==> config.mk <==
export PLATFORM = sky130hd
export DESIGN_NAME = cspt_core
export DESIGN_NICKNAME = d
export VERILOG_FILES = /design/src/logic/cspt_pkg.sv /design/src/logic/cspt_cycle_timer.sv /design/src/logic/cspt_core.sv
export SDC_FILE = /design/constraint.sdc
export NUM_CORES = 1
export LEC_CHECK = 0
export BUFFER_PORTS_ARGS = -buffer_cell sky130_fd_sc_hd__buf_2
export CAP_MARGIN = 20
export CORE_ASPECT_RATIO = 1.2
export CORE_MARGIN = 2
export CORE_UTILIZATION = 45
export CTS_BUF_LIST = sky130_fd_sc_hd__clkbuf_4 sky130_fd_sc_hd__clkbuf_8
export DETAILED_ROUTE_END_ITERATION = 8
export HOLD_SLACK_MARGIN = 0.1
export PLACE_DENSITY = 0.68
export SYNTH_ARGS = -nofsm -noshare
export SYNTH_HDL_FRONTEND = slang
export SYNTH_SLANG_ARGS = --single-unit
==> constraint.sdc <==
create_clock -name clk_i -period 9 [get_ports clk_i]
set_input_delay 1.8 -clock clk_i [delete_from_list [all_inputs] [get_ports clk_i]]
set_output_delay 1.8 -clock clk_i [all_outputs]
set_load 0.05 [all_outputs]
==> src/logic/cspt_pkg.sv <==
// Constants shared by the core storage pattern test block.
package cspt_pkg;
    localparam int unsigned RA_W            = 8;
    localparam int unsigned DW              = 32;
    localparam int unsigned WORD_W          = 36;
    localparam int unsigned BYTE_W          = 8;
    localparam int unsigned NBYTES          = 4;
    localparam int unsigned PAR_LSB         = 32;

    localparam logic [7:0]  OFF_CTRL        = 8'h00;
    localparam logic [7:0]  OFF_CMD         = 8'h04;
    localparam logic [7:0]  OFF_ROUTINE     = 8'h08;
    localparam logic [7:0]  OFF_IC          = 8'h0C;
    localparam logic [7:0]  OFF_STATUS      = 8'h10;
    localparam logic [7:0]  OFF_IAR         = 8'h14;
    localparam logic [7:0]  OFF_SAR         = 8'h18;
    localparam logic [7:0]  OFF_SDR_DATA    = 8'h1C;
    localparam logic [7:0]  OFF_SDR_PAR     = 8'h20;
    localparam logic [7:0]  OFF_IRQ_STAT    = 8'h24;
    localparam logic [7:0]  OFF_IRQ_EN      = 8'h28;
    localparam logic [7:0]  OFF_IRQ_CLR     = 8'h2C;

    localparam int unsigned CTRL_W          = 7;
    localparam int unsigned CTRL_SEL_LSB    = 0;
    localparam int unsigned CTRL_SEL_W      = 3;
    localparam int unsigned CTRL_WRITE_BIT  = 3;
    localparam int unsigned CTRL_STOPCHK_BIT = 4;
    localparam int unsigned CTRL_REPEAT_BIT = 5;
    localparam int unsigned CTRL_BUMP_BIT   = 6;
    localparam logic [6:0]  CTRL_RESET      = 7'h04;

    localparam int unsigned CMD_START_BIT   = 0;
    localparam int unsigned CMD_STOP_BIT    = 1;

    localparam int unsigned ROUTINE_W       = 10;
    localparam logic [9:0]  ROUTINE_LOOP    = 10'd202;

    localparam logic [2:0]  SEL_ONES        = 3'd0;
    localparam logic [2:0]  SEL_ZEROS       = 3'd1;
    localparam logic [2:0]  SEL_WORST       = 3'd2;
    localparam logic [2:0]  SEL_RWORST      = 3'd3;
    localparam logic [2:0]  SEL_PROCESS     = 3'd4;
    localparam logic [2:0]  NUM_PATTERNS    = 3'd4;
    localparam logic [31:0] WORST_WORD      = 32'hAAAA_AAAA;

    localparam int unsigned STAT_TEST_BIT   = 0;
    localparam int unsigned STAT_RUN_BIT    = 1;
    localparam int unsigned STAT_HALT_BIT   = 2;
    localparam int unsigned STAT_LOOP_BIT   = 3;
    localparam int unsigned STAT_PWR_BIT    = 4;

    localparam int unsigned NEV             = 4;
    localparam int unsigned EV_PERR         = 0;
    localparam int unsigned EV_HALT         = 1;
    localparam int unsigned EV_PASS         = 2;
    localparam int unsigned EV_UV           = 3;

    localparam int unsigned CLK_NS          = 50;
    localparam int unsigned SET_TAP_NS      = 100;
    localparam int unsigned STROBE_TAP_NS   = 350;
    localparam int unsigned RESET_TAP_NS    = 300;
    localparam int unsigned ONESHOT_NS      = 450;
    localparam int unsigned UV_STOP_MS      = 20;
    localparam int unsigned SET_CYC         = (SET_TAP_NS + CLK_NS - 1) / CLK_NS;
    localparam int unsigned STROBE_CYC      = (STROBE_TAP_NS + CLK_NS - 1) / CLK_NS;
    localparam int unsigned RESET_CYC       = (RESET_TAP_NS + CLK_NS - 1) / CLK_NS;
    localparam int unsigned ONESHOT_CYC     = (ONESHOT_NS + CLK_NS - 1) / CLK_NS;
    localparam int unsigned UV_STOP_CYC_DEF = (UV_STOP_MS * 1000000) / CLK_NS;
    localparam int unsigned TCNT_W          = 5;

    typedef enum logic [2:0] {
        ST_IDLE = 3'b001,
        ST_RUN  = 3'b010,
        ST_HALT = 3'b100
    } cspt_state_t;
endpackage : cspt_pkg

==> src/logic/cspt_cycle_timer.sv <==
// Storage cycle timing: select, strobe and reset pulses.
`timescale 1ns/1ps
module cspt_cycle_timer (
    input  wire logic clk_i,
    input  wire logic rst_i,
    input  wire logic go_i,
    input  wire logic read_i,
    output logic      busy_o,
    output logic      select_o,
    output logic      strobe_o,
    output logic      reset_pulse_o
);
    import cspt_pkg::*;

    logic [TCNT_W-1:0] set_cnt_reg;
    logic [TCNT_W-1:0] rst_cnt_reg;
    logic [TCNT_W-1:0] os_cnt_reg;
    logic              rst_run_reg;
    logic              read_reg;

    wire set_tap    = busy_o && !select_o && !rst_run_reg && (set_cnt_reg == TCNT_W'(SET_CYC - 1));
    wire strobe_tap = busy_o && (set_cnt_reg == TCNT_W'(STROBE_CYC - 1));
    wire os_active  = read_reg && (os_cnt_reg != '0);
    wire reset_tap  = rst_run_reg && (rst_cnt_reg >= TCNT_W'(RESET_CYC - 1)) && !os_active;

    generate
        if (SET_CYC < 1 || STROBE_CYC >= (1 << TCNT_W) || RESET_CYC >= (1 << TCNT_W)) begin : g_chk
            $error("Taps overflow counter.");
        end
    endgenerate

    always_ff @(posedge clk_i or posedge rst_i) begin
        if (rst_i) begin
            busy_o        <= 1'b0;
            read_reg      <= 1'b0;
            set_cnt_reg   <= '0;
            os_cnt_reg    <= '0;
        end else if (go_i && !busy_o) begin
            busy_o        <= 1'b1;
            read_reg      <= read_i;
            set_cnt_reg   <= '0;
            os_cnt_reg    <= TCNT_W'(ONESHOT_CYC);
        end else begin
            set_cnt_reg   <= busy_o ? set_cnt_reg + 1'b1 : set_cnt_reg;
            os_cnt_reg    <= (os_cnt_reg != '0) ? os_cnt_reg - 1'b1 : os_cnt_reg;
            busy_o        <= busy_o && !reset_tap;
        end
    end

    always_ff @(posedge clk_i or posedge rst_i) begin
        if (rst_i) begin
            select_o      <= 1'b0;
            strobe_o      <= 1'b0;
            reset_pulse_o <= 1'b0;
            rst_run_reg   <= 1'b0;
            rst_cnt_reg   <= '0;
        end else begin
            strobe_o      <= strobe_tap;
            reset_pulse_o <= reset_tap;
            select_o      <= set_tap ? 1'b1 : (reset_tap ? 1'b0 : select_o);
            rst_run_reg   <= set_tap ? 1'b1 : (reset_tap ? 1'b0 : rst_run_reg);
            rst_cnt_reg   <= set_tap ? '0 : (rst_run_reg ? rst_cnt_reg + 1'b1 : rst_cnt_reg);
        end
    end
endmodule : cspt_cycle_timer

==> src/logic/cspt_core.sv <==
// Core storage pattern test sequencer with its register port and interrupt.
//
// Overview of operation
// - Four patterns: ones, zeros, worst, reverse worst.
// - Fifth position is processing; test light off.
// - Write lever writes pattern; data register shows ones.
// - Lever normal: read each word and regenerate it.
// - Stop-on-check halts; address register holds failing address.
// - Each start after halt resumes at next location.
// - Word: four bytes then four byte parity bits.
// - Check stop keeps failing address and bad data.
// - Bump address bit held low targets bump storage.
// - Repeat plus routine 202 loops on one address.
// - Set, reset and strobe timing from delay taps.
// - Reset taps run from the set timing.
// - 450 ns one-shot blocks early read reset.
// - Undervoltage stops cycling within 20 ms, drops power.
//
// Added by the designer: the address map and the plain strobed port.
`timescale 1ns/1ps
module cspt_core #(
    parameter int unsigned AW          = 16,
    parameter int unsigned UV_STOP_CYC = cspt_pkg::UV_STOP_CYC_DEF
) (
    input  wire logic                          clk_i,
    input  wire logic                          rst_i,
    input  wire logic [cspt_pkg::RA_W-1:0]     reg_addr_i,
    input  wire logic [cspt_pkg::DW-1:0]       reg_wdata_i,
    input  wire logic                          reg_wr_i,
    input  wire logic                          reg_rd_i,
    output logic      [cspt_pkg::DW-1:0]       reg_rdata_o,
    output logic                               irq_o,
    output logic                               test_light_o,
    input  wire logic                          uv6_i,
    output logic                               power_drop_o,
    output logic      [AW-1:0]                 mem_addr_o,
    output logic      [cspt_pkg::WORD_W-1:0]   mem_wdata_o,
    output logic                               mem_write_o,
    output logic                               mem_select_o,
    output logic                               mem_strobe_o,
    output logic                               mem_reset_o,
    input  wire logic [cspt_pkg::WORD_W-1:0]   mem_rdata_i
);
    import cspt_pkg::*;

    generate
        if (AW < 2 || AW > DW || UV_STOP_CYC < 1) begin : g_chk
            $error("Bad parameters.");
        end
    endgenerate

    // Builds a stored word with odd parity per byte, parity bits above the data.
    function automatic logic [WORD_W-1:0] make_word(input logic [DW-1:0] d);
        logic [WORD_W-1:0] w;
        w = {4'h0, d};
        for (int i = 0; i < NBYTES; i++) begin
            w[PAR_LSB + i] = ~(^d[i*BYTE_W +: BYTE_W]);
        end
        return w;
    endfunction : make_word

    // Flags a stored word whose parity bits disagree with its bytes.
    function automatic logic bad_parity(input logic [WORD_W-1:0] w);
        return make_word(w[DW-1:0]) != w;
    endfunction : bad_parity

    cspt_state_t           state_reg;
    cspt_state_t           state_next;
    logic [CTRL_W-1:0]     ctrl_reg;
    logic [ROUTINE_W-1:0]  routine_reg;
    logic [AW-1:0]         ic_reg;
    logic [AW-1:0]         scan_reg;
    logic [AW-1:0]         iar_reg;
    logic [WORD_W-1:0]     sdr_reg;
    logic                  loop_reg;
    logic                  go_reg;
    logic                  cyc_read_reg;
    logic                  cyc_live_reg;
    logic                  uv_reg;
    logic [31:0]           uv_cnt_reg;
    logic [NEV-1:0]        ev_stat_reg;
    logic [NEV-1:0]        ev_en_reg;
    logic                  t_busy;
    logic                  t_select;
    logic                  t_strobe;
    logic                  t_reset;

    wire [CTRL_SEL_W-1:0] sel      = ctrl_reg[CTRL_SEL_LSB +: CTRL_SEL_W];
    wire       wr_lever  = ctrl_reg[CTRL_WRITE_BIT];
    wire       stop_chk  = ctrl_reg[CTRL_STOPCHK_BIT];
    wire       rep_sw    = ctrl_reg[CTRL_REPEAT_BIT];
    wire       bump_sw   = ctrl_reg[CTRL_BUMP_BIT];
    wire       is_test   = sel < NUM_PATTERNS;
    wire       wr_ctrl   = reg_wr_i && (reg_addr_i == OFF_CTRL);
    wire       wr_cmd    = reg_wr_i && (reg_addr_i == OFF_CMD);
    wire       start_cmd = wr_cmd && reg_wdata_i[CMD_START_BIT];
    wire       stop_cmd  = wr_cmd && reg_wdata_i[CMD_STOP_BIT];
    wire       loop_ok   = rep_sw && (routine_reg == ROUTINE_LOOP);
    wire       in_run    = state_reg == ST_RUN;
    wire       in_halt   = state_reg == ST_HALT;
    wire       run_ok    = loop_reg ? rep_sw : is_test;
    wire       launch    = in_run && run_ok && !t_busy && !go_reg && !cyc_live_reg && !uv_reg && !stop_cmd;
    wire       cyc_end   = cyc_live_reg && t_reset;
    wire       chk_end   = cyc_end && cyc_read_reg && in_run && !loop_reg;
    wire       err_word  = chk_end && bad_parity(sdr_reg);
    wire       err_stop  = err_word && stop_chk;
    wire       scan_step = (cyc_end && in_run && !loop_reg && !err_stop) || (in_halt && start_cmd);
    wire       pass_done = cyc_end && in_run && !loop_reg && !err_stop && (scan_reg == '1);
    wire [AW-1:0] cyc_addr_raw = loop_reg ? ic_reg : scan_reg;
    wire [AW-1:0] cyc_addr = bump_sw ? {1'b0, cyc_addr_raw[AW-2:0]} : cyc_addr_raw;

    // Pattern for the next write cycle; worst pattern alternates with the address.
    wire [DW-1:0] worst    = cyc_addr[0] ? ~WORST_WORD : WORST_WORD;
    wire [DW-1:0] pat_data = (sel == SEL_ONES)   ? '1 :
                             (sel == SEL_ZEROS)  ? '0 :
                             (sel == SEL_WORST)  ? worst :
                                                   ~worst;

    wire [NEV-1:0] ev_set = {uv6_i && !uv_reg, pass_done, err_stop, err_word};
    wire [NEV-1:0] ev_clr = (reg_wr_i && (reg_addr_i == OFF_IRQ_CLR)) ? reg_wdata_i[NEV-1:0] : '0;

    wire [DW-1:0] status_word = DW'({power_drop_o, loop_reg, in_halt, in_run, test_light_o});
    wire [DW-1:0] rd_mux =
        (reg_addr_i == OFF_CTRL)     ? DW'(ctrl_reg) :
        (reg_addr_i == OFF_ROUTINE)  ? DW'(routine_reg) :
        (reg_addr_i == OFF_IC)       ? DW'(ic_reg) :
        (reg_addr_i == OFF_STATUS)   ? status_word :
        (reg_addr_i == OFF_IAR)      ? DW'(iar_reg) :
        (reg_addr_i == OFF_SAR)      ? DW'(mem_addr_o) :
        (reg_addr_i == OFF_SDR_DATA) ? sdr_reg[DW-1:0] :
        (reg_addr_i == OFF_SDR_PAR)  ? DW'(sdr_reg[WORD_W-1:PAR_LSB]) :
        (reg_addr_i == OFF_IRQ_STAT) ? DW'(ev_stat_reg) :
        (reg_addr_i == OFF_IRQ_EN)   ? DW'(ev_en_reg) :
                                       '0;

    always_comb begin
        state_next = state_reg;
        case (state_reg)
            ST_IDLE: begin
                if (start_cmd && !uv_reg && (loop_ok || is_test)) begin
                    state_next = ST_RUN;
                end
            end
            ST_RUN: begin
                if (stop_cmd || !run_ok || uv_reg) begin
                    state_next = ST_IDLE;
                end else if (err_stop) begin
                    state_next = ST_HALT;
                end
            end
            ST_HALT: begin
                if (stop_cmd || !is_test) begin
                    state_next = ST_IDLE;
                end else if (start_cmd && !uv_reg) begin
                    state_next = ST_RUN;
                end
            end
            default: begin
                state_next = ST_IDLE;
            end
        endcase
    end

    always_ff @(posedge clk_i or posedge rst_i) begin
        if (rst_i) begin
            state_reg <= ST_IDLE;
            loop_reg  <= 1'b0;
        end else begin
            state_reg <= state_next;
            loop_reg  <= (state_reg == ST_IDLE && start_cmd) ? loop_ok : loop_reg;
        end
    end

    always_ff @(posedge clk_i or posedge rst_i) begin
        if (rst_i) begin
            ctrl_reg    <= CTRL_RESET;
            routine_reg <= '0;
            ic_reg      <= '0;
            ev_en_reg   <= '0;
        end else begin
            ctrl_reg    <= wr_ctrl ? reg_wdata_i[CTRL_W-1:0] : ctrl_reg;
            routine_reg <= (reg_wr_i && reg_addr_i == OFF_ROUTINE) ? reg_wdata_i[ROUTINE_W-1:0] : routine_reg;
            ic_reg      <= (reg_wr_i && reg_addr_i == OFF_IC) ? reg_wdata_i[AW-1:0] : ic_reg;
            ev_en_reg   <= (reg_wr_i && reg_addr_i == OFF_IRQ_EN) ? reg_wdata_i[NEV-1:0] : ev_en_reg;
        end
    end

    // Storage cycle launch; address and write flag are frozen for the whole cycle.
    always_ff @(posedge clk_i or posedge rst_i) begin
        if (rst_i) begin
            go_reg       <= 1'b0;
            cyc_read_reg <= 1'b0;
            cyc_live_reg <= 1'b0;
            mem_addr_o   <= '0;
            mem_write_o  <= 1'b0;
        end else begin
            go_reg       <= launch;
            cyc_read_reg <= launch ? !wr_lever : cyc_read_reg;
            cyc_live_reg <= launch ? 1'b1 : (t_reset ? 1'b0 : cyc_live_reg);
            mem_addr_o   <= launch ? cyc_addr : mem_addr_o;
            mem_write_o  <= launch ? wr_lever : mem_write_o;
        end
    end

    always_ff @(posedge clk_i or posedge rst_i) begin
        if (rst_i) begin
            mem_wdata_o <= '0;
            sdr_reg     <= '0;
        end else begin
            if (launch && wr_lever) begin
                mem_wdata_o <= make_word(pat_data);
            end else if (t_strobe && cyc_live_reg && cyc_read_reg) begin
                mem_wdata_o <= mem_rdata_i;
            end
            if (wr_lever && !in_halt) begin
                sdr_reg <= '1;
            end else if (t_strobe && cyc_live_reg && cyc_read_reg && !in_halt) begin
                sdr_reg <= mem_rdata_i;
            end
        end
    end

    always_ff @(posedge clk_i or posedge rst_i) begin
        if (rst_i) begin
            scan_reg <= '0;
            iar_reg  <= '0;
        end else begin
            scan_reg <= (state_reg == ST_IDLE && start_cmd) ? '0 :
                        (scan_step ? scan_reg + 1'b1 : scan_reg);
            iar_reg  <= err_stop ? mem_addr_o : iar_reg;
        end
    end

    // Undervoltage: no new cycle starts; power drops once the cycle in flight ends.
    always_ff @(posedge clk_i or posedge rst_i) begin
        if (rst_i) begin
            uv_reg       <= 1'b0;
            uv_cnt_reg   <= '0;
            power_drop_o <= 1'b0;
        end else begin
            uv_reg       <= uv_reg || uv6_i;
            uv_cnt_reg   <= (uv_reg && uv_cnt_reg < 32'(UV_STOP_CYC)) ? uv_cnt_reg + 1'b1 : uv_cnt_reg;
            power_drop_o <= power_drop_o ||
                            (uv_reg && (!t_busy || uv_cnt_reg >= 32'(UV_STOP_CYC - 1)));
        end
    end

    always_ff @(posedge clk_i or posedge rst_i) begin
        if (rst_i) begin
            ev_stat_reg  <= '0;
            irq_o        <= 1'b0;
            test_light_o <= 1'b0;
            reg_rdata_o  <= '0;
        end else begin
            ev_stat_reg  <= (ev_stat_reg & ~ev_clr) | ev_set;
            irq_o        <= |(ev_stat_reg & ev_en_reg);
            test_light_o <= is_test;
            reg_rdata_o  <= reg_rd_i ? rd_mux : '0;
        end
    end

    cspt_cycle_timer u_timer (
        .clk_i         (clk_i),
        .rst_i         (rst_i),
        .go_i          (go_reg),
        .read_i        (cyc_read_reg),
        .busy_o        (t_busy),
        .select_o      (t_select),
        .strobe_o      (t_strobe),
        .reset_pulse_o (t_reset)
    );

    always_ff @(posedge clk_i or posedge rst_i) begin
        if (rst_i) begin
            mem_select_o <= 1'b0;
            mem_strobe_o <= 1'b0;
            mem_reset_o  <= 1'b0;
        end else begin
            mem_select_o <= t_select;
            mem_strobe_o <= t_strobe;
            mem_reset_o  <= t_reset;
        end
    end
endmodule : cspt_core

==> results.md <==
* Status: complete, no violations
* Max-cap check violation count at 0
* H-tree depth at 2
* Max VDD drop at 0.000106 V
* Pre-CTS WS at 4.08 ns
* Final Instance Area at 13700 um^2
* Die area at 27400 um^2
* First-pass GRT wire length at 47100 um
* Hold Vio Cnt, Final at 0
* Pleak at 6.51 nW
* Share of post-route cells with drive strength above 1 at 27.4%
* Cells after synthesis at 1011
* Actual slew at the worst max-slew pin at 1.10 ns
* Vias at 8533
* CP arrival at 4.66 ns
* Clk Latency, worst-skew pair at 0.54 ns
* DRT Pass-1 Iters at 5
* # setup viols final at 0
* F_max at 233 MHz
* Iteration-0 DRC count of the detailed router at 558
* R2R Setup Slk at 6.03 ns
* Vias in the first global route at 8484
* Fill cell count at 2258
* Worst Hold Endpoint: uv_cnt_reg[28]$_DFFE_PP0P_
* GRT Total Usage at 21.8%
* Crit. End Element: flip-flop
* Sequential share of the synthesized area at 55.3%
* Sequence of cells on the critical path: buf_2, nor4b_1, nand4_1, and2_1, nand2_2, inv_4, and2_0, buf_4, o21ai_2, o21ai_0
* Synthesis warning total at 0
* Most numerous cell in the Yosys netlist: dfrtp_1
* Post-Synth Adder-Cell Area at 0.958%
* Placed Instance Area at 12800 um^2
* CTS tree: done
* Post-CTS Setup Repair Bufs at 0
* Mapped cell area at 11800 um^2
* Total gr overflow at 0
* Final ANT Viol Nets at 0
* Largest net degree at the start of global routing at 118
* Synth Area per Inst at 11.6 um^2
* Reg2reg start: state_reg[2]$_DFFE_PP0P_
* Residual DRC count at 0
* Clock Skew at 0.0177 ns
* Area grow syn2layout at 16.5%
* CTS hold repair buffers at 0
* Post-synth EDFFs at 0
* Min-Delay Path Depth at 0
* Hold Crit Start: uv_cnt_reg[28]$_DFFE_PP0P_
* Dominant synthesized flop cell: dfrtp_1
* Slew Limit Headroom at 27.0%
* Total wire length at 29500 um
* Maximum clock path buffer count at 3
* Worst path slowest cell: nor4b_1
* Tot Pwr at 2.92 mW
* Routed length per placed instance at 19.4 um
* Worst Reg-to-Reg Cells at 9
* DP Cell Count at 1443
* Non-filler cells in the finished layout at 1518
* Critical Path Max Stage Delay at 0.48 ns
* Switching portion of total power at 26.2%
* Initial Utilization at 45.9%
* RePlAce Congestion at 0.931
* # nets final at 1247
* WP data required at 9.37 ns
* Synth Area in Simple Gates at 12.2%
* WHS at 0.377 ns
* PD cells at 213 nW/um^2
* Slew Limit Fails at 0
* Synth unique cells at 74
* Die Ht at 181 um
* FFs w/ async S/R, synth at 100%
* Synth Area in Compound Gates at 12.5%
* WP buf/inv at 3
* Final core occ at 53.5%
* Root buffer cell: clkbuf_8
* Synth Net Count at 1101
* CP Launch Type: input pin
* Die Wd at 152 um
* Port Buffers at 155
* Clk pwr share at 37.9%
* Share of the synthesized area in the top cell type at 54.9%
* R2R Path End: mem_wdata_o[9]$_DFFE_PP0P_
* Initial antenna violation count at 0
* Worst-path maximum fanout at 34
* Critical path class: in2reg
* N_diodes at 0
* Flop pwr share at 46.6%
* Largest area contributor in the netlist: dfrtp_1
* Tcrit/Tclk final at 47.7%
* I/O pin cnt at 172
* Setup TNS at 0 ns
* Worst path top cell family by delay: simple AND/OR/NAND/NOR gates
* HPWL after DPL at 20800 um
* Top post-synthesis cells by area: dfrtp_1 55%, mux2i_1 5.8%, mux2_2 4.8%
* Gate power share at 15.5%
* FP Rows at 64
* Hold Crit Class: reg2reg
* Clock sinks at 260
* CTS clk-pin slew, worst paths at 0.06 ns
* Synth cell count leaders: 258 x dfrtp_1, 94 x nand2_1, 68 x mux2i_1, 65 x o21ai_0, 51 x clkbuf_1
* Largest family of logic cells by synthesized area: compound AO/OA/AOI/OAI gates
* Int Pwr at 2.16 mW
* Xor/xnor cell area share of the yosys netlist at 4.34%
* Final min period at 4.30 ns
* Total CTS buffers at 41
* RSZ-0062 raised after global routing: no
* Net Sw Power at 0.764 mW
* Final WS setup at 4.70 ns
* Core Area at 25600 um^2
* Cts repair resizes at 0
* Synthesized flop and latch total at 260
* DR vias/cell at 5.62
* Mux contribution to synthesized area at 11.8%
cell families after synthesis:
family                     Yosys count
and+or+nand+nor                    266
DFF                                260
AOI/OAI and AO/OA                  219
muxes                              127
buffers and inverters               78
xor gates and xnor gates            52
adders and majority gates            9
power by group through the flow:
stage	clock, mW	sequential [mW]	combinational, mW
CTS	1.13	1.36	0.462
global placement	0	1.38	0.452
floorplan	0	1.35	0.365
detailed placement	0	1.38	0.458
global route	1.19	1.37	0.500
finish	1.11	1.36	0.453
worst max-delay path by stage:
| stage | from | endpoint | slack, ns | cells past startpoint |
|---|---|---|---|---|
| finish | reg_addr_i[2] | mem_wdata_o[9]$_DFFE_PP0P_ | 4.70 | 10 |
| detailed placement | reg_addr_i[2] | mem_wdata_o[9]$_DFFE_PP0P_ | 4.08 | 10 |
| global placement | reg_addr_i[2] | mem_wdata_o[7]$_DFFE_PP0P_ | 4.17 | 10 |
| floorplan | rst_i | ctrl_reg[0]$_DFFE_PP0P_ | 0.05 | 1 |
| CTS | reg_addr_i[2] | mem_wdata_o[9]$_DFFE_PP0P_ | 4.61 | 10 |
| global route | reg_addr_i[2] | mem_wdata_o[9]$_DFFE_PP0P_ | 4.43 | 10 |
placed cells by master, fill, tap and decap left out, types with 20 or more instances in the layout:
cell type / count
clkbuf_8: 56
a21oi_1: 44
xnor2_1: 34
nor2_1: 29
nand3_1: 21
a22oi_1: 20
buf_2: 155
and3_1: 29
mux2i_1: 68
mux2_2: 50
nand2_1: 94
o22a_1: 36
dfrtp_1: 258
o21ai_0: 65
layer usage:
metal	GRT usage (%)	wire, um	vias up
li1	-	-	3957
met1	30.6	13300	4265
met2	33.9	13700	252
met3	3.54	1490	59
met4	8.22	993	0
met5	0	0	-
area by class of cell:
type | count | area, um^2 | area share [%]
clock buffers | 65 | 838 | 6.12
clock inverters | 9 | 101 | 0.740
inverters | 16 | 70.1 | 0.511
multi-input cells | 673 | 4920 | 35.9
flip-flops and latches | 260 | 6510 | 47.5
well taps | 330 | 413 | 3.01
repair buffers | 165 | 848 | 6.19
Note: power is estimated with default switching activity, not from simulation.
